$ cat src/core/adcseq_pkg.sv
// Purpose: constants for the conversion sequencer
// Assumes: APB, 32-bit data, 125 MHz pclk
// Notes:   one word per register
//
// What this block does
// - sampling takes 4 A/D clocks, conversion 12, total 16.
// - a start bit pulse low-high-low launches a conversion.
// - busy high during conversion; results valid once it falls.
// - conversion runs in hardware; bus never stalls.
// - power enable cleared switches converter off.
// - external source connects the selected external channel while channel select bit 3 is clear.
// - reference select picks converter reference; software handles pin sharing.
// - format bit selects alignment of the 12-bit result.
// - results are 12 bits, full scale all ones.
// - divider code n divides the system clock by two to the n.
// - completion sets request flag; flag with local and global enables raises interrupt.
// - source 001 bandgap, 010-100 ground, else external channel.
package adcseq_pkg;
    localparam logic [11:0] ADDR_CTRL_A   = 12'h000;
    localparam logic [11:0] ADDR_CTRL_B   = 12'h004;
    localparam logic [11:0] ADDR_RES_HIGH = 12'h008;
    localparam logic [11:0] ADDR_RES_LOW  = 12'h00C;
    localparam logic [11:0] ADDR_INT_STAT = 12'h010;
    localparam logic [11:0] ADDR_INT_MASK = 12'h014;
    // control a fields
    localparam int CA_CHAN_LSB  = 0;   // channel_sel [3:0]
    localparam int CA_FORMAT    = 4;   // result_format_sel
    localparam int CA_POWER     = 5;
    localparam int CA_BUSY      = 6;   // read only
    localparam int CA_START     = 7;
    // control b fields
    localparam int CB_DIV_LSB   = 0;   // adc_clock_divider_sel [2:0]
    localparam int CB_REF_LSB   = 3;   // reference_source_sel [1:0]
    localparam int CB_SRC_LSB   = 5;   // input_source_sel [2:0]
    // interrupt fields
    localparam int IS_DONE      = 0;
    localparam int IS_GLOBAL    = 1;   // mask reg: global enable
    localparam int SAMPLE_CYC   = 4;
    localparam int CONVERT_CYC  = 12;
    localparam int TOTAL_CYC    = SAMPLE_CYC + CONVERT_CYC;
    localparam logic [2:0] SRC_BANDGAP = 3'h1;
    localparam logic [2:0] SRC_GND_LO  = 3'h2;
    localparam logic [2:0] SRC_GND_HI  = 3'h4;
    typedef enum logic [2:0] {
        ADCSEQ_IDLE   = 3'b001,
        ADCSEQ_SAMPLE = 3'b010,
        ADCSEQ_CONV   = 3'b100
    } adcseq_state_t;
endpackage

$ cat src/core/adcseq_divider.sv
// Purpose: A/D clock tick generator from pclk
// Assumes: code n gives one tick every 2**n pclk cycles
// Notes:   runs only while enabled
`timescale 1ns/100ps
module adcseq_divider (
    input  wire logic       pclk,
    input  wire logic       presetn,
    input  wire logic       run,
    input  wire logic [2:0] code,
    output logic            tick
);
    typedef struct packed {
        logic [6:0] cnt;
        logic       tick;
    } adcseq_div_t;

    adcseq_div_t r_q;
    adcseq_div_t r_d;
    logic [6:0]  limit;

    // terminal count and next counter, cleared while stopped
    always_comb begin
        limit    = 7'((8'h01 << code) - 8'h01);
        r_d.cnt  = 7'h00;
        r_d.tick = 1'b0;
        if (run) begin
            if (r_q.cnt >= limit) begin
                r_d.tick = 1'b1;
            end else begin
                r_d.cnt = r_q.cnt + 7'h01;
            end
        end
    end

    // single state register
    always_ff @(posedge pclk or negedge presetn) begin
        if (!presetn) begin
            r_q <= '0;
        end else begin
            r_q <= r_d;
        end
    end

    // tick straight from its flop
    assign tick = r_q.tick;
endmodule

$ cat src/core/adcseq_top.sv
// Purpose: APB register file and sequencer for a 12-bit SAR converter
// Assumes: analog core gives a result word when conversion ends
// Notes:   zero-wait APB; pready is always high
`timescale 1ns/100ps
module adcseq_top #(
    parameter int SAMPLE_TICKS  = adcseq_pkg::SAMPLE_CYC,
    parameter int CONVERT_TICKS = adcseq_pkg::CONVERT_CYC
) (
    input  wire logic        pclk,
    input  wire logic        presetn,
    input  wire logic        psel,
    input  wire logic        penable,
    input  wire logic        pwrite,
    input  wire logic [11:0] paddr,
    input  wire logic [31:0] pwdata,
    input  wire logic [11:0] analog_result,
    output logic      [31:0] prdata,
    output logic             pready,
    output logic             pslverr,
    output logic             irq,
    output logic             converter_power,
    output logic             sample_hold,
    output logic             ext_channel_en,
    output logic      [2:0]  ext_channel,
    output logic             bandgap_sel,
    output logic             ground_sel,
    output logic      [1:0]  reference_source_sel
);
    typedef struct packed {
        // software controls, register a
        logic [3:0]                channel_sel;
        logic                      result_format_sel;
        logic                      converter_power_enable;
        logic                      start;
        logic                      armed;
        // software controls, register b
        logic [2:0]                adc_clock_divider_sel;
        logic [1:0]                reference_source_sel;
        logic [2:0]                input_source_sel;
        // interrupt flag and enables
        logic                      converter_interrupt_request;
        logic                      converter_interrupt_enable;
        logic                      global_interrupt_enable;
        // conversion state
        logic [11:0]               result;
        adcseq_pkg::adcseq_state_t state;
        logic [4:0]                count;
        // bus answer
        logic [31:0]               rdata;
        logic                      slverr;
        // registered outputs
        logic                      irq;
        logic                      sh;
        logic                      ext_en;
        logic                      bg;
        logic                      gnd;
    } adcseq_regs_t;

    localparam int TOTAL_TICKS = SAMPLE_TICKS + CONVERT_TICKS;

    adcseq_regs_t r_q;
    adcseq_regs_t r_d;
    logic         tick;
    logic         wr;
    logic         wr_setup;
    logic         rd;
    logic         busy;
    logic         run_d;

    // the five-bit tick counter must reach the last tick
    if (SAMPLE_TICKS < 1 || CONVERT_TICKS < 1 || TOTAL_TICKS > 32) begin : g_tick_range
        $error("adcseq_top: sample and convert tick counts out of range");
    end

    // bus phase decodes
    assign wr       = psel && penable && pwrite;
    assign wr_setup = psel && !penable && pwrite;
    assign rd       = psel && !penable && !pwrite;
    assign busy     = r_q.state != adcseq_pkg::ADCSEQ_IDLE;

    // divider starts at the launch edge, so no tick is lost to latency
    assign run_d    = (r_d.state != adcseq_pkg::ADCSEQ_IDLE) && r_d.converter_power_enable;

    // decode of an address into a mapped flag
    function automatic logic adcseq_mapped(input logic [11:0] a);
        adcseq_mapped = (a == adcseq_pkg::ADDR_CTRL_A) || (a == adcseq_pkg::ADDR_CTRL_B)
                     || (a == adcseq_pkg::ADDR_RES_HIGH) || (a == adcseq_pkg::ADDR_RES_LOW)
                     || (a == adcseq_pkg::ADDR_INT_STAT) || (a == adcseq_pkg::ADDR_INT_MASK);
    endfunction

    // aligned result bytes: format 1 right-justified, 0 left-justified
    function automatic logic [15:0] adcseq_align(input logic [11:0] v, input logic fmt);
        adcseq_align = fmt ? {4'h0, v} : {v, 4'h0};
    endfunction

    // input source decodes
    function automatic logic adcseq_src_bandgap(input logic [2:0] s);
        adcseq_src_bandgap = s == adcseq_pkg::SRC_BANDGAP;
    endfunction

    function automatic logic adcseq_src_ground(input logic [2:0] s);
        adcseq_src_ground = (s >= adcseq_pkg::SRC_GND_LO) && (s <= adcseq_pkg::SRC_GND_HI);
    endfunction

    function automatic logic adcseq_src_external(input logic [2:0] s);
        adcseq_src_external = !adcseq_src_bandgap(s) && !adcseq_src_ground(s);
    endfunction

    adcseq_divider u_div (
        .pclk    (pclk),
        .presetn (presetn),
        .run     (run_d),
        .code    (r_q.adc_clock_divider_sel),
        .tick    (tick)
    );

    // next-state of the whole block
    always_comb begin
        logic [15:0] al;
        logic        done;
        logic        launch;
        al     = adcseq_align(r_q.result, r_q.result_format_sel);
        done   = 1'b0;
        launch = 1'b0;
        r_d    = r_q;
        // error decided in setup, so it stands through the access phase
        r_d.slverr = wr_setup && !adcseq_mapped(paddr);

        // register writes
        if (wr) begin
            unique case (paddr)
                adcseq_pkg::ADDR_CTRL_A: begin
                    r_d.channel_sel            = pwdata[adcseq_pkg::CA_CHAN_LSB +: 4];
                    r_d.result_format_sel      = pwdata[adcseq_pkg::CA_FORMAT];
                    r_d.converter_power_enable = pwdata[adcseq_pkg::CA_POWER];
                    r_d.start                  = pwdata[adcseq_pkg::CA_START];
                end
                adcseq_pkg::ADDR_CTRL_B: begin
                    r_d.adc_clock_divider_sel = pwdata[adcseq_pkg::CB_DIV_LSB +: 3];
                    r_d.reference_source_sel  = pwdata[adcseq_pkg::CB_REF_LSB +: 2];
                    r_d.input_source_sel      = pwdata[adcseq_pkg::CB_SRC_LSB +: 3];
                end
                adcseq_pkg::ADDR_INT_MASK: begin
                    r_d.converter_interrupt_enable = pwdata[adcseq_pkg::IS_DONE];
                    r_d.global_interrupt_enable    = pwdata[adcseq_pkg::IS_GLOBAL];
                end
                adcseq_pkg::ADDR_INT_STAT: begin
                    if (pwdata[adcseq_pkg::IS_DONE]) begin
                        r_d.converter_interrupt_request = 1'b0;
                    end
                end
                default: begin
                    // result words are read only
                end
            endcase
        end

        // start edge: rising arms, falling launches
        if (r_d.start && !r_q.start) begin
            r_d.armed = 1'b1;
        end
        if (!r_d.start && r_q.start && r_q.armed) begin
            r_d.armed = 1'b0;
            launch    = r_q.converter_power_enable;
        end

        // sequencer counts A/D clock ticks, independent of the bus
        unique case (r_q.state)
            adcseq_pkg::ADCSEQ_IDLE: begin
            end
            adcseq_pkg::ADCSEQ_SAMPLE: begin
                if (tick) begin
                    r_d.count = r_q.count + 5'h01;
                    if (r_q.count == 5'(SAMPLE_TICKS - 1)) begin
                        r_d.state = adcseq_pkg::ADCSEQ_CONV;
                    end
                end
            end
            adcseq_pkg::ADCSEQ_CONV: begin
                if (tick) begin
                    r_d.count = r_q.count + 5'h01;
                    if (r_q.count == 5'(TOTAL_TICKS - 1)) begin
                        done = 1'b1;
                    end
                end
            end
            default: begin
                r_d.state = adcseq_pkg::ADCSEQ_IDLE;
            end
        endcase

        // a launch, also during a conversion but not on its last tick, restarts at the first sample
        if (launch) begin
            r_d.state = adcseq_pkg::ADCSEQ_SAMPLE;
            r_d.count = 5'h00;
        end

        // power off aborts
        if (!r_q.converter_power_enable) begin
            r_d.state = adcseq_pkg::ADCSEQ_IDLE;
        end
        if (done) begin
            r_d.state  = adcseq_pkg::ADCSEQ_IDLE;
            r_d.result = analog_result;
            r_d.converter_interrupt_request = 1'b1;
        end

        // read data, captured in setup phase
        r_d.rdata = 32'h0000_0000;
        if (rd) begin
            unique case (paddr)
                adcseq_pkg::ADDR_CTRL_A: begin
                    r_d.rdata[adcseq_pkg::CA_CHAN_LSB +: 4] = r_q.channel_sel;
                    r_d.rdata[adcseq_pkg::CA_FORMAT]        = r_q.result_format_sel;
                    r_d.rdata[adcseq_pkg::CA_POWER]         = r_q.converter_power_enable;
                    r_d.rdata[adcseq_pkg::CA_BUSY]          = busy;
                    r_d.rdata[adcseq_pkg::CA_START]         = r_q.start;
                end
                adcseq_pkg::ADDR_CTRL_B: begin
                    r_d.rdata[adcseq_pkg::CB_DIV_LSB +: 3] = r_q.adc_clock_divider_sel;
                    r_d.rdata[adcseq_pkg::CB_REF_LSB +: 2] = r_q.reference_source_sel;
                    r_d.rdata[adcseq_pkg::CB_SRC_LSB +: 3] = r_q.input_source_sel;
                end
                adcseq_pkg::ADDR_RES_HIGH: r_d.rdata[7:0] = al[15:8];
                adcseq_pkg::ADDR_RES_LOW:  r_d.rdata[7:0] = al[7:0];
                adcseq_pkg::ADDR_INT_STAT: begin
                    r_d.rdata[adcseq_pkg::IS_DONE] = r_q.converter_interrupt_request;
                end
                adcseq_pkg::ADDR_INT_MASK: begin
                    r_d.rdata[adcseq_pkg::IS_DONE]   = r_q.converter_interrupt_enable;
                    r_d.rdata[adcseq_pkg::IS_GLOBAL] = r_q.global_interrupt_enable;
                end
                default: begin
                    r_d.rdata = 32'h0000_0000;
                end
            endcase
        end else begin
            r_d.rdata = r_q.rdata;
        end

        // analog steering outputs, all open while unpowered
        r_d.sh     = 1'b0;
        r_d.bg     = 1'b0;
        r_d.gnd    = 1'b0;
        r_d.ext_en = 1'b0;
        if (r_d.converter_power_enable) begin
            r_d.sh     = r_d.state == adcseq_pkg::ADCSEQ_SAMPLE;
            r_d.bg     = adcseq_src_bandgap(r_d.input_source_sel);
            r_d.gnd    = adcseq_src_ground(r_d.input_source_sel);
            r_d.ext_en = adcseq_src_external(r_d.input_source_sel)
                      && !r_d.channel_sel[3];
        end

        // interrupt line, level while an enabled request stands
        r_d.irq = r_d.converter_interrupt_request && r_d.converter_interrupt_enable
               && r_d.global_interrupt_enable;
    end

    // single state register
    always_ff @(posedge pclk or negedge presetn) begin
        if (!presetn) begin
            r_q <= '{state: adcseq_pkg::ADCSEQ_IDLE, default: '0};
        end else begin
            r_q <= r_d;
        end
    end

    // prdata and pslverr straight from flops, pready tied high
    assign prdata               = r_q.rdata;
    assign pready               = 1'b1;
    assign pslverr              = r_q.slverr;

    // interrupt line
    assign irq                  = r_q.irq;

    // analog controls straight from flops
    assign converter_power      = r_q.converter_power_enable;
    assign sample_hold          = r_q.sh;
    assign ext_channel_en       = r_q.ext_en;
    assign ext_channel          = r_q.channel_sel[2:0];
    assign bandgap_sel          = r_q.bg;
    assign ground_sel           = r_q.gnd;
    assign reference_source_sel = r_q.reference_source_sel;
endmodule

$ cat config.mk
export PLATFORM = sky130hd
export DESIGN_NAME = adcseq_top
export DESIGN_NICKNAME = d
export VERILOG_FILES = /design/src/core/adcseq_pkg.sv /design/src/core/adcseq_divider.sv /design/src/core/adcseq_top.sv
export SDC_FILE = /design/constraint.sdc
export NUM_CORES = 1
export LEC_CHECK = 0
export ABC_CLOCK_PERIOD_IN_PS = 3020
export BUFFER_PORTS_ARGS = -buffer_cell sky130_fd_sc_hd__buf_2
export CAP_MARGIN = 20
export CELL_PAD_IN_SITES_DETAIL_PLACEMENT = 1
export CELL_PAD_IN_SITES_GLOBAL_PLACEMENT = 1
export CORE_MARGIN = 2
export CORE_UTILIZATION = 39
export CTS_BUF_LIST = sky130_fd_sc_hd__clkbuf_16
export CTS_CLUSTER_SIZE = 12
export DETAILED_ROUTE_END_ITERATION = 16
export HOLD_SLACK_MARGIN = 0.08
export PLACE_DENSITY_LB_ADDON = 0.25
export SETUP_SLACK_MARGIN = 0.2
export SLEW_MARGIN = 20
export SYNTH_ARGS = -nofsm -noshare
export SYNTH_HDL_FRONTEND = slang
export SYNTH_SLANG_ARGS = --single-unit
$ cat constraint.sdc
create_clock -name pclk -period 3.02 [get_ports pclk]
set_clock_uncertainty 0.2 [all_clocks]
set_input_delay 0.604 -clock pclk [delete_from_list [all_inputs] [get_ports pclk]]
set_output_delay 0.604 -clock pclk [all_outputs]
set_load 0.005 [all_outputs]
==> impl_results.md <==
* Mapped cell area at approximately 0.0035 mm^2
* Global route total overflow at 0
* Post-synth EDFFs at 0
* TritonCTS Buffers at 9
* Kind of end point of the critical path: flip-flop
* Net Sw Frac at between 20% and 30%
* Final ANT Viol Nets at 0
* DR pass1 iterations at 4
* CP Max Fanout at 5
* Synth Warn # at 0
* VDD IR max at between 0.2 and 0.25 mV
* Cell area power density at 457 mW/mm^2
* Core area at 0.00876 mm^2
* DR WL/cell at 16.5 um
* Clk sinks at 61
* Final Critical Period at 2580 ps
* Cell count after synthesis at roughly 360
* Initial core utilization at 40.4%
* Worst R2R Start: r_q[67]
* Die width at between 90 and 100 um
* Net Switching at between 400 and 500 uW
* Vias in the first global route at 2761
* Synth Area per Inst at 9.98 um^2
* CP Cell Sequence: buf_2 -> or4_1 -> or2_2 -> or4_1 -> a211oi_1 -> a21o_1
* Int Power at between 1 and 1.5 mW
* Row count at 34
* Total track usage at 18.3%
* Worst hold-check path type: primary input to asynchronous set/reset pin
* Die area at about 0.0099 mm^2
* N_diodes at 0
* Worst Path Arrival at approximately 2700 ps
* Fraction of registers with async set/reset at 100%
* Slowest-stage cell, CP: or4_1
* WHS at roughly 110 ps
* Layout cells sized above 1 at 29.5%
* Initial DRC Count at 61
* Clock Power Share at about half
* CP max stage delay at 620 ps
* P_leak at 1.96 nW
* Routability cong. at 0.816
* Initial antenna violation count at 0
* Largest net degree at the start of global routing at 29
* CTS Root Buffer Type: clkbuf_16
* Vias per std cell at 5.20
* Setup crit start: paddr[1]
* Post-synthesis sequential area ratio at 43.1%
* Setup crit start kind: primary input
* Fmax at 387 MHz
* Nets at 476
* Hold buffers post-CTS at 0
* Clock Path Buffers at 2
* Global-route wire length before repair at 14000 um
* Logic gate share of total power at 6.2%
* Endpoints failing hold at 0
* Top cell by count, worst path: or4_1
* CTS tree: yes
* Top FF cell, synth: dfrtp_1
* RSZ-0062 raised after global routing: false
* Worst Tran Pin Value at 708 ps
* Post-CTS setup buffer count at 0
* Final setup TNS at 0 ps
* Distinct cells, synth at 51
* Final period util at 85.5%
* Post-CTS Resized at 0
* Kind of critical path: primary input to flip-flop
* Vias at 2694
* DRC violations left at 0
* Final setup vio count at 0
* Maxcap violations at 0
* I/O pins at approximately 110
* Max Slew Vio Count at 0
* CTS clock-pin slew for the worst setup and hold paths at ~50 ps
* DP HPWL at around 6500 um
* Max-slew headroom at 52.7%
* Worst EP required at between 3000 and 4000 ps
* #FFs+latches synth at between 60 and 70
* Flop pwr share at between 40% and 50%
* H-tree levels at 3
* Clock latency on the worst-skew pair at 330 ps
* Die H at 99.3 um
* Status: complete, no violations
* Total Routed Length at 8570 um
* I/O Buffers at 56
* Synthesis-to-finish area growth at 14.4%
[path summary, 6_finish.rpt]
check	slack, ps	endpoint	cells past startpoint
hold / removal	110	r_q[58]	1
hold reg to reg	260	prdata[4]	2
min in group pclk	260	prdata[4]	2
setup / recovery	440	prdata[5]	6
max in group asynchronous	1770	r_q[43]	2
setup reg to reg	470	u_div.r_q[7]	7
[Yosys cell counts (all sizes together) (2+ instances only)]
| cell | number | area, um^2 |
|---|---|---|
| nor2 | 23 | 86.3 |
| o21a | 2 | 15.0 |
| nand2 | 39 | 146 |
| o21ai | 16 | 80.1 |
| xor2 | 6 | 52.6 |
| nor3 | 7 | 65.1 |
| or3 | 3 | 18.8 |
| mux2i | 12 | 120 |
| a211oi | 4 | 30.0 |
| a21o | 3 | 22.5 |
| or4b | 2 | 20.0 |
| nand3 | 14 | 70.1 |
| dfrtp | 60 | 1500 |
| and3 | 3 | 18.8 |
| nand3b | 5 | 37.5 |
| nor4 | 4 | 40.0 |
| mux4 | 2 | 45.0 |
| clkbuf | 10 | 37.5 |
| a221oi | 3 | 26.3 |
| or4 | 5 | 41.3 |
| mux2 | 23 | 259 |
| inv | 6 | 22.5 |
| or2 | 3 | 18.8 |
| a22oi | 4 | 30.0 |
| conb | 2 | 7.51 |
| xnor2 | 3 | 26.3 |
| nor2b | 8 | 50.1 |
| ha | 10 | 125 |
| buf | 43 | 322 |
| a21oi | 17 | 85.1 |
[layout by cell type, fill, tap and decap left out, drive strengths merged, types with 2 or more instances in the layout]
cell type / Yosys / final
ha: 10 / 10
a21o: 3 / 3
o21a: 2 / 2
clkinv: 1 / 6
a21oi: 17 / 17
clkbuf: 10 / 9
o21ai: 16 / 16
xnor2: 3 / 3
a221oi: 3 / 3
a22oi: 4 / 4
conb: 2 / 25
xor2: 6 / 6
or4: 5 / 5
or3: 3 / 3
inv: 6 / 7
nand2: 39 / 39
or2: 3 / 3
nand3: 14 / 14
a211oi: 4 / 4
dfrtp: 60 / 60
nor4: 4 / 4
mux2: 23 / 23
nor2: 23 / 23
buf: 43 / 69
nor3: 7 / 7
nand3b: 5 / 5
or4b: 2 / 2
mux2i: 12 / 12
mux4: 2 / 2
nor2b: 8 / 8
and3: 3 / 3
[worst max-delay path: cells and delay by family]
family          cells  cell delay [ps]
simple gates        3             1520
buf+inv             1              110
compound gates      2              410
[power by group through the flow]
stage                     registers, mW  clock network (mW)  logic [mW]
after floorplan                   0.846                   0      0.0764
after detailed placement          0.849                   0       0.116
after global placement            0.848                   0       0.113
final                             0.835               0.905       0.115
after global routing              0.835               0.964       0.130
after CTS                         0.835               0.920       0.116
[state kept, by name, summed over array words and instances, names as in the netlist]
register              count
reference_source_sel      2
u_div.tick                1
ext_channel               3
converter_power           1
irq                       1
u_div.r_q                 7
sample_hold               1
bandgap_sel               1
prdata                    8
pslverr                   1
ext_channel_en            1
ground_sel                1
r_q                      33
[per-stage QoR]
stage,instance area (um^2),setup slack [ps],util [%],power (mW),instances
5_1_grt,4050,244,46.3,1.93,518
3_5_place_dp,3790,129,43.3,0.965,502
4_1_cts,4050,461,46.3,1.87,518
6_report,4050,439,46.3,1.85,518
2_1_floorplan,3630,281,-,0.923,378
3_3_place_gp,3790,136,43.3,0.962,502
[area by class of cell]
type / count / area, um^2
multi-input cells: 257 / 1720
flip-flops and latches: 61 / 1530
clock buffers: 9 / 225
well taps: 108 / 135
clock inverters: 7 / 33.8
fillers: 1020 / 4710
repair buffers: 69 / 390
inverters: 7 / 26.3
[metal layers]
layer | wire length (um) | GRT usage [%]
met5 | 0 | 0
met4 | 182 | 8.43
met3 | 426 | 2.74
met2 | 3910 | 27.7
met1 | 4050 | 25.9
[cell families after synthesis]
logic type      count (synthesis)  synth area share (%)
simple gates                  124                  19.1
flops                          61                  43.1
buf+inv                        60                  10.9
compound gates                 52                  8.90
mux                            37                  12.0
fa+ha+maj                      10                  3.53
xor+xnor                        9                  2.23
other cells                     2                 0.212
(Power assumes the default switching activity.)
